[config.mk]
export PLATFORM = sky130hd
export DESIGN_NAME = fmsp_top
export DESIGN_NICKNAME = d
export VERILOG_FILES = /design/src/fmsp_pkg.sv /design/src/fmsp_baud.sv /design/src/fmsp_top.sv
export SDC_FILE = /design/constraint.sdc
export NUM_CORES = 1
export LEC_CHECK = 0
export ABC_CLOCK_PERIOD_IN_PS = 2000
export BUFFER_PORTS_ARGS = -buffer_cell sky130_fd_sc_hd__buf_2
export CAP_MARGIN = 20
export CORE_UTILIZATION = 45
export DETAILED_ROUTE_END_ITERATION = 7
export PLACE_DENSITY_LB_ADDON = 0.2
export SYNTH_ARGS = -nofsm -noshare
export SYNTH_HDL_FRONTEND = slang
export SYNTH_SLANG_ARGS = --single-unit
[constraint.sdc]
create_clock -name mclk_in -period 2 [get_ports mclk_in]
set_input_delay 0.2 -clock mclk_in [delete_from_list [all_inputs] [get_ports mclk_in]]
set_output_delay 0.2 -clock mclk_in [all_outputs]
set_load 0.005 [all_outputs]
[src/fmsp_pkg.sv]
// =====================================================================
// Shared constants and types of the four mode serial port
package fmsp_pkg;

    // =================================================================
    // Register addresses and reset values on the special function register port
    localparam logic [7:0] SCTL_ADDR = 8'h98;
    localparam logic [7:0] BUF_ADDR = 8'h99;
    localparam logic [7:0] SCTL_RESET = 8'h00;
    localparam logic [7:0] BUF_RESET = 8'h00;

    // =================================================================
    // Mode field encodings
    localparam logic [1:0] MODE_SHIFT = 2'h0;
    localparam logic [1:0] MODE_ASYNC8 = 2'h1;
    localparam logic [1:0] MODE_ASYNC9_FIXED = 2'h2;
    localparam logic [1:0] MODE_ASYNC9_TIMER = 2'h3;

    // =================================================================
    // Rate constants
    localparam int M0_DIV = 12;
    localparam logic [2:0] M0_HALF_LAST = 3'(M0_DIV / 2 - 1);
    localparam logic [1:0] M2_OS_LAST_FAST = 2'h1;
    localparam logic [1:0] M2_OS_LAST_SLOW = 2'h3;
    localparam logic [3:0] OS_LAST = 4'hf;
    localparam logic [3:0] OS_CENTRE = 4'h7;

    // =================================================================
    // Frame lengths, counted as the index of the last bit
    localparam logic [2:0] M0_LAST_BIT = 3'h7;
    localparam logic [3:0] STOP_IDX_10BIT = 4'h9;
    localparam logic [3:0] STOP_IDX_11BIT = 4'ha;

    // =================================================================
    // Carriers
    typedef struct packed {
        logic wr;
        logic rd;
        logic [7:0] addr;
        logic [7:0] wdata;
    } fmsp_sfr_req_t;

    // Field order matches the control register from bit 7 down to bit 0
    typedef struct packed {
        logic mode_select_high;
        logic mode_select_low;
        logic multiproc_filter_enable;
        logic rx_enable;
        logic tx_ninth_bit;
        logic rx_ninth_bit;
        logic tx_done_flag;
        logic rx_done_flag;
    } fmsp_ctrl_t;

    typedef enum logic {
        RX_IDLE,
        RX_FRAME
    } fmsp_rx_state_t;

endpackage : fmsp_pkg

[src/fmsp_baud.sv]
`timescale 1ns/100ps
// =====================================================================
// Rate enables: half bit of the shift mode and 16x oversample tick
module fmsp_baud (
    input wire logic mclk_in,
    input wire logic rst_b_in,
    input wire logic [1:0] mode_in,
    input wire logic baud_doubler_in,
    input wire logic timer_ovf_in,
    output logic m0_tick_out,
    output logic os_tick_out
);
    logic [2:0] m0_cnt;
    logic [1:0] m2_cnt;
    logic ovf_half;
    wire logic m0_wrap;
    wire logic [1:0] m2_last;
    wire logic m2_wrap;
    wire logic timer_mode;
    wire logic timer_tick;

    // =================================================================
    // Divider decode
    assign m0_wrap = (m0_cnt == fmsp_pkg::M0_HALF_LAST);
    assign m2_last = baud_doubler_in ? fmsp_pkg::M2_OS_LAST_FAST
                                     : fmsp_pkg::M2_OS_LAST_SLOW;
    assign m2_wrap = (m2_cnt == m2_last);
    assign timer_mode = mode_in[0];
    // Without doubling, every second overflow counts: rate = ovf*2^d/32
    assign timer_tick = timer_ovf_in & (baud_doubler_in | ovf_half);

    // Counters run free so the enables need no start handshake
    always_ff @(posedge mclk_in or negedge rst_b_in) begin
        if (!rst_b_in) begin
            m0_cnt <= 3'h0;
            m2_cnt <= 2'h0;
            ovf_half <= 1'b0;
        end else begin
            m0_cnt <= m0_wrap ? 3'h0 : m0_cnt + 3'h1;
            m2_cnt <= m2_wrap ? 2'h0 : m2_cnt + 2'h1;
            if (timer_ovf_in) begin
                ovf_half <= ~ovf_half;
            end
        end
    end

    // Registered enables, one clock wide
    always_ff @(posedge mclk_in or negedge rst_b_in) begin
        if (!rst_b_in) begin
            m0_tick_out <= 1'b0;
            os_tick_out <= 1'b0;
        end else begin
            m0_tick_out <= m0_wrap;
            os_tick_out <= timer_mode ? timer_tick : m2_wrap;
        end
    end

endmodule : fmsp_baud

[src/fmsp_top.sv]
`timescale 1ns/100ps
// Summary of operation
// Finished received bytes go to a holding register; next frame may start.
// Mode field picks shift/12, async 8-bit timer, 9-bit clock/32or64, 9-bit timer.
// Shift mode: device drives shift clock on transmit pin, data on receive pin.
// Writing the serial buffer starts sending that byte in every mode.
// Shift mode sends 8 bits LSB first, transmit-done at end of bit eight.
// Shift mode receive starts only with receive accept set and done clear.
// Shift mode receive-done sets one cycle after bit eight; waits for clear.
// Mode 1 frame: start, 8 data bits LSB first, stop; ten bits total.
// Async modes set transmit-done at the start of the stop bit.
// Async receiver takes a start bit any time receive accept is set.
// Mode 1 loads byte and stop bit if done clear and filter passes.
// Mode 2 frame: start, 8 data bits, programmable ninth bit, stop.
// Modes 2 and 3 send the transmit ninth bit field as bit nine.
// Software sets the transmit ninth bit before each send as needed.
// Modes 2 and 3 ignore stop; load if done clear and ninth passes filter.
// Mode 3 is mode 2 framing with the timer overflow bit rate.
// Shift mode leaves received ninth bit alone; filter bit has no effect.
// Interrupt request rises when either done flag is set and enabled.
// Hardware only sets done flags; software clears them by writing 0.
// Timer rate is overflow rate times two to the doubler, over 32.
// One enable gates both flag requests; software reads flags for source.
// Mode 2 divides by 32 with doubler set, by 64 with it clear.
// Async receiver finds start on falling edge, samples bit centres by 16x.
module fmsp_top (
    input wire logic mclk_in,
    input wire logic rst_b_in,
    input wire fmsp_pkg::fmsp_sfr_req_t sfr_req_in,
    input wire logic timer_ovf_in,
    input wire logic baud_doubler_in,
    input wire logic serial_irq_enable_in,
    input wire logic rxd_in,
    output logic [7:0] sfr_rdata_out,
    output logic rxd_out,
    output logic rxd_oe_out,
    output logic txd_out,
    output logic irq_out
);
    // =================================================================
    // State
    fmsp_pkg::fmsp_ctrl_t ctrl;
    logic [7:0] rx_hold;
    logic rx_meta;
    logic rx_sync;
    logic rx_prev;
    logic m0_active;
    logic m0_rx;
    logic m0_phase;
    logic [2:0] m0_cnt;
    logic [7:0] m0_shift;
    logic m0_pend;
    logic tx_active;
    logic [10:0] tx_shift;
    logic [3:0] tx_bit;
    logic [3:0] tx_sub;
    fmsp_pkg::fmsp_rx_state_t rx_state;
    logic [3:0] rx_sub;
    logic [3:0] rx_bit;
    logic [9:0] rx_shift;
    wire logic m0_tick;
    wire logic os_tick;

    // =================================================================
    // Rate enables
    fmsp_baud u_baud (
        .mclk_in(mclk_in),
        .rst_b_in(rst_b_in),
        .mode_in({ctrl.mode_select_high, ctrl.mode_select_low}),
        .baud_doubler_in(baud_doubler_in),
        .timer_ovf_in(timer_ovf_in),
        .m0_tick_out(m0_tick),
        .os_tick_out(os_tick)
    );

    // =================================================================
    // Register port decode
    wire logic [1:0] mode = {ctrl.mode_select_high, ctrl.mode_select_low};
    wire logic is_m0 = (mode == fmsp_pkg::MODE_SHIFT);
    wire logic wr_ctrl = sfr_req_in.wr &&
                         (sfr_req_in.addr == fmsp_pkg::SCTL_ADDR);
    wire logic wr_buf = sfr_req_in.wr &&
                        (sfr_req_in.addr == fmsp_pkg::BUF_ADDR);
    wire logic [7:0] rd_mux =
        (sfr_req_in.addr == fmsp_pkg::SCTL_ADDR) ? ctrl :
        (sfr_req_in.addr == fmsp_pkg::BUF_ADDR) ? rx_hold : 8'h00;
    wire logic [7:0] next_sfr_rdata = sfr_req_in.rd ? rd_mux : sfr_rdata_out;

    // =================================================================
    // Shift mode sequencing
    // Start only on a tick: a short first half bit would sample stale data
    wire logic m0_rx_go = is_m0 && ctrl.rx_enable && !ctrl.rx_done_flag &&
                          !m0_active && !m0_pend && !wr_buf &&
                          m0_tick;
    wire logic m0_last = m0_tick && m0_phase && (m0_cnt == fmsp_pkg::M0_LAST_BIT);
    wire logic m0_tx_done = m0_active && !m0_rx && m0_last;
    wire logic m0_rx_done = m0_active && m0_rx && m0_last;

    // Shift mode engine; a buffer write restarts it as a transmit
    always_ff @(posedge mclk_in or negedge rst_b_in) begin
        if (!rst_b_in) begin
            m0_active <= 1'b0;
            m0_rx <= 1'b0;
            m0_phase <= 1'b0;
            m0_cnt <= 3'h0;
            m0_shift <= 8'h00;
            m0_pend <= 1'b0;
        end else begin
            m0_pend <= m0_rx_done;
            if (is_m0 && wr_buf) begin
                m0_active <= 1'b1;
                m0_rx <= 1'b0;
                m0_phase <= 1'b0;
                m0_cnt <= 3'h0;
                m0_shift <= sfr_req_in.wdata;
            end else if (m0_rx_go) begin
                m0_active <= 1'b1;
                m0_rx <= 1'b1;
                m0_phase <= 1'b0;
                m0_cnt <= 3'h0;
            end else if (m0_active && m0_tick) begin
                m0_phase <= ~m0_phase;
                if (m0_phase) begin // Falling edge: next bit, LSB first
                    m0_cnt <= m0_cnt + 3'h1;
                    m0_active <= !m0_last;
                    if (!m0_rx) begin
                        m0_shift <= {1'b0, m0_shift[7:1]};
                    end
                end else if (m0_rx) begin // Sample on the rising edge
                    m0_shift <= {rx_sync, m0_shift[7:1]};
                end
            end
        end
    end

    // =================================================================
    // Asynchronous transmitter
    wire logic [3:0] tx_stop_idx = (mode == fmsp_pkg::MODE_ASYNC8) ?
        fmsp_pkg::STOP_IDX_10BIT : fmsp_pkg::STOP_IDX_11BIT;
    // Mode 1 puts the stop bit where the ninth bit would be
    wire logic tx_bit9 = (mode == fmsp_pkg::MODE_ASYNC8) ? 1'b1 :
                         ctrl.tx_ninth_bit;
    wire logic tx_step = tx_active && os_tick && (tx_sub == fmsp_pkg::OS_LAST);
    wire logic tx_stop_set = tx_step &&
                             ((tx_bit + 4'h1) == tx_stop_idx);
    wire logic tx_end = tx_step && (tx_bit == tx_stop_idx);

    always_ff @(posedge mclk_in or negedge rst_b_in) begin
        if (!rst_b_in) begin
            tx_active <= 1'b0;
            tx_shift <= 11'h7ff;
            tx_bit <= 4'h0;
            tx_sub <= 4'h0;
        end else if (!is_m0 && wr_buf) begin
            tx_active <= 1'b1;
            tx_shift <= {1'b1, tx_bit9, sfr_req_in.wdata, 1'b0};
            tx_bit <= 4'h0;
            tx_sub <= 4'h0;
        end else if (tx_active && os_tick) begin
            tx_sub <= tx_sub + 4'h1;
            if (tx_step) begin
                tx_bit <= tx_bit + 4'h1;
                tx_shift <= {1'b1, tx_shift[10:1]};
                tx_active <= !tx_end;
            end
        end
    end

    // =================================================================
    // Asynchronous receiver
    wire logic rx_fall = rx_prev && !rx_sync;
    wire logic rx_go = !is_m0 && ctrl.rx_enable && rx_fall &&
                       (rx_state == fmsp_pkg::RX_IDLE);
    wire logic rx_centre = (rx_state == fmsp_pkg::RX_FRAME) && os_tick &&
                           (rx_sub == fmsp_pkg::OS_CENTRE);
    wire logic rx_false = rx_centre && (rx_bit == 4'h0) && rx_sync;
    wire logic [9:0] rx_next_shift = {rx_sync, rx_shift[9:1]};
    wire logic [3:0] rx_stop_idx = (mode == fmsp_pkg::MODE_ASYNC8) ?
        fmsp_pkg::STOP_IDX_10BIT : fmsp_pkg::STOP_IDX_11BIT;
    wire logic rx_fin = rx_centre && (rx_bit == rx_stop_idx);
    // Mode 1 frame ends one bit early, so its byte sits one place higher
    wire logic [7:0] rx_byte = (mode == fmsp_pkg::MODE_ASYNC8) ?
        rx_next_shift[8:1] : rx_next_shift[7:0];
    wire logic rx_ninth = (mode == fmsp_pkg::MODE_ASYNC8) ?
        rx_next_shift[9] : rx_next_shift[8];
    wire logic rx_accept = rx_fin && !ctrl.rx_done_flag &&
        (!ctrl.multiproc_filter_enable || rx_ninth);

    always_ff @(posedge mclk_in or negedge rst_b_in) begin
        if (!rst_b_in) begin
            rx_state <= fmsp_pkg::RX_IDLE;
            rx_sub <= 4'h0;
            rx_bit <= 4'h0;
            rx_shift <= 10'h000;
        end else begin
            case (rx_state)
                fmsp_pkg::RX_IDLE: begin
                    rx_sub <= 4'h0;
                    rx_bit <= 4'h0;
                    if (rx_go) begin
                        rx_state <= fmsp_pkg::RX_FRAME;
                    end
                end
                fmsp_pkg::RX_FRAME: begin
                    if (os_tick) begin
                        rx_sub <= rx_sub + 4'h1;
                    end
                    if (rx_false || rx_fin || is_m0) begin
                        rx_state <= fmsp_pkg::RX_IDLE; // Glitch, end or mode swap
                    end else if (rx_centre) begin
                        rx_bit <= rx_bit + 4'h1;
                        if (rx_bit != 4'h0) begin
                            rx_shift <= rx_next_shift;
                        end
                    end
                end
                default: begin
                    rx_state <= fmsp_pkg::RX_IDLE;
                end
            endcase
        end
    end

    // =================================================================
    // Control register and holding register
    wire logic tx_flag_set = m0_tx_done || tx_stop_set;
    wire logic rx_flag_set = m0_pend || rx_accept;
    // A hardware set in the same cycle as a software clear wins
    wire logic next_tx_flag = tx_flag_set ||
        (wr_ctrl ? sfr_req_in.wdata[1] : ctrl.tx_done_flag);
    wire logic next_rx_flag = rx_flag_set ||
        (wr_ctrl ? sfr_req_in.wdata[0] : ctrl.rx_done_flag);
    // Shift mode never touches the received ninth bit
    wire logic next_rx_ninth = rx_accept ? rx_ninth :
        (wr_ctrl ? sfr_req_in.wdata[2] : ctrl.rx_ninth_bit);

    always_ff @(posedge mclk_in or negedge rst_b_in) begin
        if (!rst_b_in) begin
            ctrl <= fmsp_pkg::SCTL_RESET;
            rx_hold <= fmsp_pkg::BUF_RESET;
        end else begin
            if (wr_ctrl) begin
                ctrl[7:3] <= sfr_req_in.wdata[7:3];
            end
            ctrl.rx_ninth_bit <= next_rx_ninth;
            ctrl.tx_done_flag <= next_tx_flag;
            ctrl.rx_done_flag <= next_rx_flag;
            if (rx_accept) begin
                rx_hold <= rx_byte;
            end else if (m0_pend) begin
                rx_hold <= m0_shift;
            end
        end
    end

    // =================================================================
    // Pin synchroniser; the second stage and its one-cycle delayed copy are looked at
    always_ff @(posedge mclk_in or negedge rst_b_in) begin
        if (!rst_b_in) begin
            rx_meta <= 1'b1;
            rx_sync <= 1'b1;
            rx_prev <= 1'b1;
        end else begin
            rx_meta <= rxd_in;
            rx_sync <= rx_meta;
            rx_prev <= rx_sync;
        end
    end

    // Registered outputs; receive pin is driven only while shifting out
    always_ff @(posedge mclk_in or negedge rst_b_in) begin
        if (!rst_b_in) begin
            sfr_rdata_out <= 8'h00;
            rxd_out <= 1'b1;
            rxd_oe_out <= 1'b0;
            txd_out <= 1'b1;
            irq_out <= 1'b0;
        end else begin
            sfr_rdata_out <= next_sfr_rdata;
            rxd_out <= m0_shift[0];
            rxd_oe_out <= is_m0 && m0_active && !m0_rx;
            txd_out <= is_m0 ? (!m0_active || m0_phase) :
                       (!tx_active || tx_shift[0]);
            irq_out <= serial_irq_enable_in &&
                (ctrl.tx_done_flag || ctrl.rx_done_flag);
        end
    end
endmodule : fmsp_top

Word level (Yosys, flattened, before mapping)
Cells that the tools add are included.

Flip-flop bits (word level): 93. Memory bits (writable): 0. Bits in latches: 0. Memory bits (read-only): 0. Output and inout port bits: 12. Memories: 0. Input bits: 24. Logic and storage cells: 193.

$lt $le $gt $ge: 0. Eq/ne operators: 16. Bitwise operators: 6. Divide/modulo/power cells: 0. $add $sub $neg: 7. Shift-type cells: 0. Mux-type cells: 55. Reductions and logical operators: 73. Multiply operators: 0.

Operator list (count): 8-bit two-way mux (11); 1-bit logical AND (35); 11-bit two-way mux (3); 4-bit two-way mux (8); 1-bit two-way mux (22); 4-bit by 1-bit adder with 4-bit output, second input constant (4); 8-bit == test, second input constant (2); 4-bit one-hot mux with 2 select lines (2); 3-bit two-way mux (5); 4-bit == test (3); 2-bit nonzero test (6); 1-bit zero test (11); 1-bit logical OR (10); 3-bit nonzero test (3); 4-bit AND reduction (2); 3-bit by 1-bit adder with 3-bit output, second input constant (2); 3-bit == test, second input constant (2); 2-bit two-way mux (3); 2-bit by 1-bit inequality test with 1-bit output, second input constant (3); 2-bit AND reduction (3); 4-bit by 3-bit == test with 1-bit output, second input constant (1); 4-bit == test, second input constant (1); 4-bit zero test (1); 1-bit NOT (4); other kinds (10) (10).

Depth between registers and ports, before layout
Gate-level depths: netlist of the first run.

Depth after elaboration: 9. Mapped depth: 7. Depth with buffers taken out: 6.

Hierarchy
Synthesis of the first run repeated with hierarchy kept, for this count alone.

Cells, all modules: 373. Area, all modules: 4225.3 um^2.

Modules (own cells, without submodules): fmsp_top (sequential area each 2095.8 um^2, area an instance 3927.5 um^2, instances 1, cells each 350); fmsp_baud (sequential area each 200.2 um^2, area an instance 297.8 um^2, instances 1, cells each 23).

Worst setup path before layout of the first run
Ideal clock, no wire load.

Path kind: register to register. From: register ctrl[6] (netlist name). To: register m0_shift[5]. Library setup time: 123 ps. Arrival: 1645 ps. Required time: 1877 ps. Cell stages (with the launch flop): 8. Setup slack: 233 ps. Clock period less this slack: 1767 ps. Path buffers: 3. Path through: dfrtp_1 > buf_6 > or2_2 > or4_4 > buf_6 > buf_8 > nor2_1 > a21oi_1.

Longest elaborated chain between the ends: 9. Elaborated cells between the ends (all ways): 14. Those cells by class: eq/ne (2); mux (1); reduce/logical (11).

Ends and longest elaborated chain: from (decl) (line fmsp_top.sv:42) `fmsp_pkg::fmsp_ctrl_t ctrl;`; from (signal assigned) (line fmsp_top.sv:239) `ctrl <= fmsp_pkg::SCTL_RESET;`; 2-bit zero test (*) (line fmsp_top.sv:79) `wire logic is_m0 = (mode == fmsp_pkg::MODE_SHIFT);`; 1-bit logical AND (3 in series) (line fmsp_top.sv:92) `wire logic m0_rx_go = is_m0 && ctrl.rx_enable && !ctrl.rx_done_flag &&`; 1-bit logical AND (3 in series) (line fmsp_top.sv:93) `!m0_active && !m0_pend && !wr_buf &&`; 2-bit by 1-bit inequality test with 1-bit output (no line); 4-bit AND reduction (no line); to (signal assigned) (line fmsp_top.sv:115) `m0_shift <= sfr_req_in.wdata;`; to (signal assigned) (line fmsp_top.sv:127) `m0_shift <= {1'b0, m0_shift[7:1]};`; to (signal assigned) (line fmsp_top.sv:130) `m0_shift <= {rx_sync, m0_shift[7:1]};`; to (decl) (line fmsp_top.sv:51) `logic [7:0] m0_shift;`.

Every way passes the cells marked *; elsewhere a longest branch is shown, timed or not. A chain may end at the register's enable or synchronous reset.

Worst setup path after layout of the first run
From: register rx_sub[0]. To: register rx_shift[1].

Longest elaborated chain between the ends: 8. Elaborated cells between the ends (all ways): 9. Those cells by class: eq/ne (1); bitwise (1); reduce/logical (7).

Ends and longest elaborated chain: from (decl) (line fmsp_top.sv:58) `logic [3:0] rx_sub;`; from (signal assigned) (line fmsp_top.sv:206) `rx_sub <= rx_sub + 4'h1;`; 4-bit by 3-bit == test with 1-bit output (*) (line fmsp_top.sv:175) `(rx_sub == fmsp_pkg::OS_CENTRE);`; 1-bit logical AND (*) (line fmsp_top.sv:174) `wire logic rx_centre = (rx_state == fmsp_pkg::RX_FRAME) && os_tick &&`; 1-bit logical AND (2 in series) (line fmsp_top.sv:176) `wire logic rx_false = rx_centre && (rx_bit == 4'h0) && rx_sync;`; 1-bit logical OR (2 in series) (line fmsp_top.sv:208) `if (rx_false || rx_fin || is_m0) begin`; 1-bit NOT (no line); 4-bit AND reduction (no line) (*); to (signal assigned) (line fmsp_top.sv:213) `rx_shift <= rx_next_shift;`; to (decl) (line fmsp_top.sv:60) `logic [9:0] rx_shift;`.

Marked as above.

==> impl_metrics.toml, run 1 <==
[pwr]
p_total_mw = 3.64
cellPowerDensity_mw_per_mm2 = 735
ir_drop_v = 0.000331
leakage_nw = 2.18

[critical_path]
path_max_fanout = 9
slowest_delay_ns = 0.39
end_kind = "flop"
crit_type = "reg2reg"
r2r_cells = 6
r2r-start = "rx_sub[0]"
worstSetupStartpointType = "flop"
crit_arrival_ns = 2.16
worstPathRequired_ns = 2.24
cp_num_buf_inv = 1
cp_cell_sequence = "ha_1 > and4b_1 > nand3_1 > a211oi_4 > buf_12 > mux2_2"
crit_family = "simple AND/OR/NAND/NOR gates"
rrSetupSlack_ns = 0.08
slowest_stage = "dfrtp_1"
r2r-end = "rx_shift[1]"

[yosys]
yosys-top-cells-area = "dfrtp_1 (44%), mux2i_1 (11%), dfstp_2 (9.1%)"
seq_area_frac_synth_pct = 53.2
synth_warnings = 0
synth_commonest_cells = "dfrtp_1 (76), mux2i_1 (48), nor2_1 (31)"
yosysMostFrequentCell = "dfrtp_1"
netlist-cell-type-count = 58
ys.flop_type = "dfrtp_1"
synth_top_area_share_pct = 44.1
async_flop_share_pct = 100
yosysTopAreaCell = "dfrtp_1"
ys_ff_latch = 91
synth_fp_nets = 406
avgSynthCellArea_um2 = 11.5
synth_area_mm2 = 0.00432
synthCells = 375
synth_edf_count = 0

[layout]
n_antenna_cell = 0
syn2layout_area_growth_pct = 14.8
nets = 457
fill_cells = 873
drive_above_1_share_pct = 25.8
stdcell_count = 560

[timing]
skew_ns = 0.0139
period_share_pct = 95.9
worst_slew_margin_rel_pct = 66.4
fmax_mhz = 522
finalCriticalPeriod_ns = 1.92
worst_pin_slew_ns = 0.502
grt_setup_unrepaired = "no"
finalSetupViolations = 0
setup-tns-final_ns = 0
hold_viol_final = 0
slew_viol_final = 0

[detailed_routing]
ant_nets = 0
drc = 0
drtIter0Drc = 83
post_drt_wl_per_cell_um = 15.4
via_per_inst = 5.20
first_pass_iters = 4
wl_mm = 8.65
vias = 2912

[clock_tree]
clk_pin_slew_ns = 0.09
cts.sinks = 91
cts_buffers = 9
clockRootBuffer = "clkbuf_8"
clock_path_buffers = 2
worstSkewPairLatency_ns = 0.36
cts_tree = "built"
cts-htree-levels = 3

[floorplan]
chipHeight_um = 99.9
ios = 36
die_area_mm2 = 0.00999
placementRows = 35
start_util_pct = 46.5
fp.coreArea_mm2 = 0.00928
die_w_um = 99.9

[global_routing]
overflow = 0
track_usage_pct = 18.8
grt_pass1_wl_mm = 14.4
grt_max_degree = 52
grt_pass1_vias = 2815
antenna_found_initial = 0

[status]
run_status = "finished, final reports clean"

[hold_path]
hold_end = "u_baud.ovf_half"
holdPathStages = 2
hold_start = "timer_ovf_in"
hold_class = "in2reg"

[job]
cap_viol_max_count = 0

[placement]
dp.cells = 541
gp_routability_congestion = 0.778
port_buffers = 35
dp_hpwl_mm = 6.27
where the power goes:
| part | total (mW) | switching [mW] | internal [mW] | leakage (nW) |
|---|---|---|---|---|
| logic | 0.333 | 0.171 | 0.162 | 0.984 |
| registers | 2.06 | 0.0987 | 1.96 | 1.10 |
| clock network | 1.25 | 0.669 | 0.584 | 0.0958 |
state kept, by name, summed over array words and instances, names as in the netlist, 8 cells and up:
| signal | count |
|---|---|
| ctrl | 8 |
| tx_shift | 10 |
| rx_shift | 9 |
| rx_hold | 8 |
| m0_shift | 8 |
| sfr_rdata_out | 8 |
worst max-delay path by stage:
stage / start / depth (start not counted) / slack (ns) / to
2_1_floorplan: ctrl[6] / 7 / 0.23 / m0_shift[5]
3_3_place_gp: rx_sub[0] / 5 / 0.11 / rx_shift[3]
3_5_place_dp: rx_bit[1] / 6 / 0.03 / rx_bit[2]
4_1_cts: rx_bit[1] / 6 / 0.01 / rx_bit[2]
5_1_grt: rx_sub[0] / 6 / 0.006 / rx_shift[8]
6_report: rx_sub[0] / 6 / 0.08 / rx_shift[1]
layer usage:
metal	part of all wire, %	wire [um]	GRT usage (%)	up-vias
li1	-	-	-	1431
met1	49	4260	26.7	1425
met2	46	4000	29.1	49
met3	3.3	288	3.41	7
met4	1.1	97	6.11	0
met5	0	0	0	-
per-stage QoR:
stage / utilization [%] / area (um2) / hold WS (ns) / setup slack, ns
CTS: 53.1 / 4930 / 0.0171 / 0.0114
finish: 53.4 / 4960 / 0.0317 / 0.0825
global route: 53.4 / 4960 / 0.0182 / 0.00561
floorplan: - / 4320 / -0.0956 / 0.233
global placement: 50.7 / 4710 / 0.0902 / 0.106
detailed placement: 50.7 / 4710 / 0.0970 / 0.0343
area by class of cell:
cell class	instances	area, um2	area share [%]
clock buffer	9	124	2.50
clock inverter	7	76.3	1.54
multi-input combinational	258	1890	38.2
sequential	91	2300	46.3
timing repair buffer	53	355	7.17
tap	129	161	3.26
inverter	13	48.8	0.985
cell families after synthesis:
kind of cell	Yosys count	synth area share (%)
and+or+nand+nor	113	14.1
xor gates and xnor gates	15	3.04
muxes	67	16.1
AOI/OAI and AO/OA	56	8.50
DFF	91	53.2
buffers and inverters	26	3.04
adders and majority gates	7	2.03
layout by cell type (no fill, tap or decap), types with 3 or more instances in the layout:
cell type and count:
ha_1 7, mux2i_1 48, xor2_1 6, xnor2_1 9, buf_2 34, a22oi_1 8, dfstp_2 15, o21ai_0 12
clkbuf_8 9, and2_1 4, nor2b_1 3, nand2b_1 3, mux2_2 18, buf_4 14, nor2_1 31, nand2_1 29
inv_1 13, buf_12 3, or3_1 4, nor3b_1 4, dfrtp_1 76, nand3_1 12, a21oi_1 21, nor3_1 3
repair_timing:
item,4_1_cts,5_1_grt
setup buffers,0,1
hold buffers,2,0
setup endpoints to repair,0,10
resized for setup,0,2
hold endpoints to repair,18,0
(Power assumes the default switching activity.)
==> inputs of run 2 (changes only) <==
--- a/config.mk
+++ b/config.mk
@@ -11,6 +11,7 @@
 export CORE_UTILIZATION = 45
 export DETAILED_ROUTE_END_ITERATION = 7
 export PLACE_DENSITY_LB_ADDON = 0.2
+export REMOVE_ABC_BUFFERS = 1
 export SYNTH_ARGS = -nofsm -noshare
 export SYNTH_HDL_FRONTEND = slang
 export SYNTH_SLANG_ARGS = --single-unit
==> constraint.sdc (replaced) <==
create_clock -name mclk_in -period 2 [get_ports mclk_in]
set_input_delay 0.1 -clock mclk_in [delete_from_list [all_inputs] [get_ports mclk_in]]
set_output_delay 0.1 -clock mclk_in [all_outputs]
set_load 0.005 [all_outputs]
==> impl_metrics.toml, run 2 (synthesis results as in run 1) <==
[status]
run_status = "finished, final reports clean"

[pwr]
switchingPower_uw = 953
leakage_nw = 2.24
seqPwrFrac_pct = 55.7
p_int_mw = 2.73
comb_power_share_pct = 9.3
p_total_mw = 3.69
p_sw_share_pct = 25.9
p_clk_share_pct = 35.0
ir_drop_v = 0.000343
cellPowerDensity_mw_per_mm2 = 723

[placement]
gp_routability_congestion = 0.796
post_dp_cell_area_mm2 = 0.00474
dp_hpwl_mm = 6.23
port_buffers = 35

[detailed_routing]
vias = 2944
wl_mm = 8.52
drc = 0
first_pass_iters = 4
ant_nets = 0
post_drt_wl_per_cell_um = 14.8
via_per_inst = 5.12
drtIter0Drc = 124

[critical_path]
end_kind = "flop"
path_max_fanout = 7
cp_cell_sequence = "nor2b_4 > mux2_1 > o2111a_2 > or3_1"
slowest_delay_ns = 0.46
crit_arrival_ns = 2.08
rrSetupSlack_ns = 0.14
slowest_stage = "dfrtp_1"
r2r-end = "ctrl[0]"
crit_type = "reg2reg"
r2r-start = "ctrl[6]"
worstSetupStartpointType = "flop"
r2r_cells = 4
worstPathRequired_ns = 2.23

[clock_tree]
clockRootBuffer = "clkbuf_8"
cts_setup_buffers = 0
clock_path_buffers = 2
cts.sinks = 91
cts_tree = "built"
cts_buffers = 9
clk_pin_slew_ns = 0.10
cts-htree-levels = 3
worstSkewPairLatency_ns = 0.36

[timing]
skew_ns = 0.0151
fmax_mhz = 539
finalSetupViolations = 0
slew_viol_final = 0
worst_slew_margin_rel_pct = 52.6
grt_setup_unrepaired = "no"
worst_pin_slew_ns = 0.706
period_share_pct = 92.8
finalCriticalPeriod_ns = 1.86
hold_viol_final = 0

[floorplan]
chipHeight_um = 99.9
die_area_mm2 = 0.00999
die_w_um = 99.9
fp.coreArea_mm2 = 0.00928
placementRows = 35
ios = 36
start_util_pct = 46.5

[layout]
fill_cells = 832
regMostFlops = "tx_shift"
layout.cells.most_common_list = "dfrtp_1 (75), mux2i_1 (48), buf_2 (34), nor2_1 (31), nand2_1 (29)"
n_antenna_cell = 0
largest_register_ffs = 10
reg_top3 = "tx_shift (10), rx_shift (9)"
multi_input_area_mm2 = 0.00190
nets = 472
final_area_mm2 = 0.00510
layout_commonest_cell = "dfrtp_1"
drive_above_1_share_pct = 26.2
seqCellArea_mm2 = 0.00230
syn2layout_area_growth_pct = 18.1

[global_routing]
grt_max_degree = 40
track_usage_pct = 18.8
antenna_found_initial = 0
grt.met1_usage_pct = 26.7
grt_pass1_vias = 2999
grt_pass1_wl_mm = 14.6
overflow = 0
grt-busiest-layer = "met2"
use_met2_pct = 29.5
use_met3_pct = 2.79

[hold_path]
holdPathStages = 3
hold_class = "in2reg"
hold_end = "u_baud.os_tick_out"
hold_start = "baud_doubler_in"

[job]
cap_viol_max_count = 0
-- run 2: cell types whose count changed in the layout (fill, tap and decap cells not counted), sizes merged --
| cell | delta |
|---|---|
| buf | +4 |
| clkinv | -3 |
| clkinvlp | +1 |
| dlygate4sd3 | +11 |
| inv | +2 |
-- run 2: final cells by class --
type,count,share of cell area [%]
inverter,13,0.957
timing repair buffer,68,9.55
tap,129,3.17
sequential,91,45.1
clock inverter,7,1.64
multi-input combinational,258,37.2
clock buffer,9,2.43
-- run 2: how the worst max path moves through the flow --
stage	startpoint	endpoint	slack (ns)	depth (start not counted)
floorplan	ctrl[6]	ctrl[0]	-0.01	4
global placement	sfr_req_in[13]	tx_shift[9]	0.02	5
detailed placement	sfr_req_in[13]	tx_shift[2]	-0.03	4
CTS	rx_sub[0]	rx_bit[2]	0.04	5
global route	ctrl[6]	rx_hold[5]	0.04	5
finish	ctrl[6]	ctrl[0]	0.14	4
-- run 2: metrics by stage --
step / setup WS, ns / utilization [%] / TNS [ns] / instances / hold slack, ns
after CTS: 0.0444 / 54.7 / 0 / 574 / 0.0474
after detailed placement: -0.0344 / 51.1 / -0.187 / 545 / 0.0711
after global routing: 0.0407 / 54.9 / 0 / 575 / 0.0543
final: 0.144 / 54.9 / 0 / 575 / 0.0553
after global placement: 0.0210 / 51.1 / 0 / 545 / 0.0684
after floorplan: -0.0125 / - / -0.0125 / 362 / -0.196
-- run 2: power groups by stage --
stage	combinational (mW)	sequential [mW]	clock, mW
after floorplan	0.185	2.06	0
after global placement	0.319	2.08	0
after detailed placement	0.328	2.09	0
after CTS	0.350	2.05	1.34
after global routing	0.397	2.07	1.39
final	0.343	2.05	1.29
-- run 2: repair_timing --
action | 4_1_cts | 5_1_grt
setup endpoints to repair | 1 | 3
hold endpoints to repair | 42 | 0
hold buffers | 13 | 0
resized for setup | 1 | 3
-- run 2: layer usage --
layer	share of wire, %	vias up
met5	0	-
met4	1.3	0
met3	3.4	9
met2	46	52
met1	50	1414
li1	-	1469
-- run 2: worst max-delay path, delay by kind of cell (launching register included) --
family | cells | cell delay [ns]
flip-flops | 1 | 0.46
multiplexers | 1 | 0.38
AND/OR/NAND/NOR | 2 | 0.59
AO/OA/AOI/OAI | 1 | 0.31
==> inputs of run 3 (changes only) <==
--- a/config.mk
+++ b/config.mk
@@ -5,7 +5,7 @@
 export SDC_FILE = /design/constraint.sdc
 export NUM_CORES = 1
 export LEC_CHECK = 0
-export ABC_CLOCK_PERIOD_IN_PS = 2000
+export ABC_AREA = 1
 export BUFFER_PORTS_ARGS = -buffer_cell sky130_fd_sc_hd__buf_2
 export CAP_MARGIN = 20
 export CORE_UTILIZATION = 45
==> impl_metrics.toml, run 3 <==
[critical_path]
cp-startpoint = "ctrl[6]"
worstSetupStartpointType = "flop"
crit_family = "simple AND/OR/NAND/NOR gates"
slowest_stage = "dfrtp_1"
cp.depth = 5
rrSetupSlack_ns = 0.13
r2r-start = "ctrl[6]"
crit_type = "reg2reg"
cp_cell_sequence = "nor2_2 > nand4_2 > buf_4 > o21ai_0 > nand2_1"
worstPathRequired_ns = 2.26
crit_end = "m0_shift[7]"
slowest_delay_ns = 0.47
crit_arrival_ns = 2.14
path_max_fanout = 16
r2r-end = "m0_shift[7]"
end_kind = "flop"
r2r_cells = 5
cp_num_buf_inv = 1

[pwr]
leakage_nw = 2.65
cellPowerDensity_mw_per_mm2 = 896
ir_drop_v = 0.000349

[clock_tree]
cts.sinks = 91
cts_tree = "built"
cts_buffers = 9
cts-htree-levels = 3
cts_setup_buffers = 0
worstSkewPairLatency_ns = 0.36
clk_pin_slew_ns = 0.09
clockRootBuffer = "clkbuf_8"
clock_path_buffers = 2

[yosys]
synthCells = 551
async_flop_share_pct = 100
yosys-top-cells-area = "dfrtp_1 (42%), nand2_1 (13%), dfstp_2 (8.7%)"
synth_mux_area_share_pct = 0
synth_top_family_by_area = "simple AND/OR/NAND/NOR gates"
ys.flop_type = "dfrtp_1"
avgSynthCellArea_um2 = 8.19
synth_commonest_cells = "nand2_1 (160), dfrtp_1 (76), nand3_1 (66)"
yosysTopAreaCell = "dfrtp_1"
synth-simple-area-share_pct = 30.2
synth_edf_count = 0
yosysMostFrequentCell = "nand2_1"
synthAdderAreaFrac_pct = 1.94
synth_xor_area_share_pct = 0.971
synth_warnings = 0
synth_compound_area_share_pct = 8.21
synth_area_mm2 = 0.00451
ys_ff_latch = 91
netlist-cell-type-count = 38
seq_area_frac_synth_pct = 50.9
synth_top_area_share_pct = 42.2

[layout]
reg_top3 = "tx_shift (10), rx_shift (9)"
fin_util_pct = 52.8
n_antenna_cell = 0
drive_above_1_share_pct = 15.9
largest_register_ffs = 10
layout_commonest_cell = "nand2_1"
layout.cells.most_common_list = "nand2_1 (160), dfrtp_1 (76), nand3_1 (66), inv_1 (65), o21ai_0 (41)"
stdcell_count = 735
regMostFlops = "tx_shift"
syn2layout_area_growth_pct = 13.9
nets = 629

[placement]
gp_routability_congestion = 0.892
dp_hpwl_mm = 7.40
port_buffers = 35
dp.cells = 713

[global_routing]
grt_max_degree = 43
grt_pass1_wl_mm = 16.4
track_usage_pct = 20.9
overflow = 0
antenna_found_initial = 0
grt_pass1_vias = 3314

[timing]
finalCriticalPeriod_ns = 1.87
finalSetupViolations = 0
skew_ns = 0.00754
fmax_mhz = 533
worst_slew_margin_rel_pct = 68.9
slew_viol_final = 0
period_share_pct = 93.7
worst_pin_slew_ns = 0.464
hold_viol_final = 0
setup-tns-final_ns = 0
grt_setup_unrepaired = "no"

[detailed_routing]
ant_nets = 0
wl_mm = 10.1
first_pass_iters = 6
drtIter0Drc = 229
vias = 3702
post_drt_wl_per_cell_um = 13.7
via_per_inst = 5.04
drc = 0

[floorplan]
die_area_mm2 = 0.0104
fp.coreArea_mm2 = 0.00973
die_w_um = 102
placementRows = 36
ios = 36
start_util_pct = 46.4
chipHeight_um = 102

[job]
cap_viol_max_count = 0

[status]
run_status = "finished, final reports clean"

[hold_path]
hold_class = "in2reg"
-- run 3: cell count changes after synthesis, sizes merged, moves of 14 or more --
cell and change:
nand2 +134, inv +55, nand3 +55, mux2i -48, o21ai +31, mux2 -19
nand4 +14
-- run 3: worst min path at each step --
stage                             start          endpoint  slack, ns  depth (start not counted)
after floorplan                rst_b_in           ctrl[0]      -0.20                          0
after global placement         rst_b_in  u_baud.m2_cnt[1]       0.04                          1
after detailed placement       rst_b_in  u_baud.m2_cnt[0]       0.04                          1
after CTS                 sfr_req_in[4]           ctrl[4]      0.001                          3
after global routing      sfr_req_in[4]           ctrl[4]      0.005                          3
final                     sfr_req_in[4]           ctrl[4]       0.02                          3
-- run 3: timing repair --
action	CTS	global route
hold buffers	7	0
hold endpoints to repair	38	0
gates resized for setup	0	0
-- run 3: worst register-to-register path, delay by kind of cell (launching register included) --
kind / cells / cell delay [ns]
flip-flops: 1 / 0.47
buffers and inverters: 1 / 0.31
AO/OA/AOI/OAI: 1 / 0.16
AND/OR/NAND/NOR: 3 / 0.84
-- run 3: kinds of logic (layout without fill, tap and decap cells) --
| group | count (synthesis) | in the layout |
|---|---|---|
| simple gates | 294 | 294 |
| flops | 91 | 91 |
| buf+inv | 86 | 137 |
| compound gates | 68 | 68 |
| fa+ha+maj | 7 | 7 |
| xor+xnor | 5 | 5 |
-- run 3: cell type report --
class,instances,area (um2)
clock buffer,14,183
clock inverter,1,30.0
fill,943,4590
inverter,69,259
multi-input combinational,374,1860
sequential,91,2300
tap,133,166
timing repair buffer,53,343
-- run 3: report_power, final --
part	internal (mW)	leakage, nW	switching, mW
Combinational	0.357	1.45	0.503
Clock	0.709	0.109	0.623
Sequential	2.20	1.09	0.210
Total	3.27	2.65	1.34
-- run 3: metal layers --
| metal | share of wire [%] | global-route usage (%) | vias to the layer above |
|---|---|---|---|
| met1 | 48 | 29.5 | 1715 |
| met5 | 0 | 0 | - |
| met3 | 4.9 | 4.24 | 15 |
| li1 | - | - | 1874 |
| met2 | 45 | 31.6 | 98 |
| met4 | 2.0 | 8.57 | 0 |
-- run 3: metrics by stage --
step	setup slack, ns	hold slack [ns]	instance area [um2]	power (mW)
floorplan	0.276	-0.196	4420	2.99
global placement	0.237	0.0376	4860	3.26
detailed placement	0.163	0.0415	4860	3.30
CTS	0.165	0.00102	5140	4.65
global route	0.00115	0.00459	5140	4.88
finish	0.125	0.0175	5140	4.60
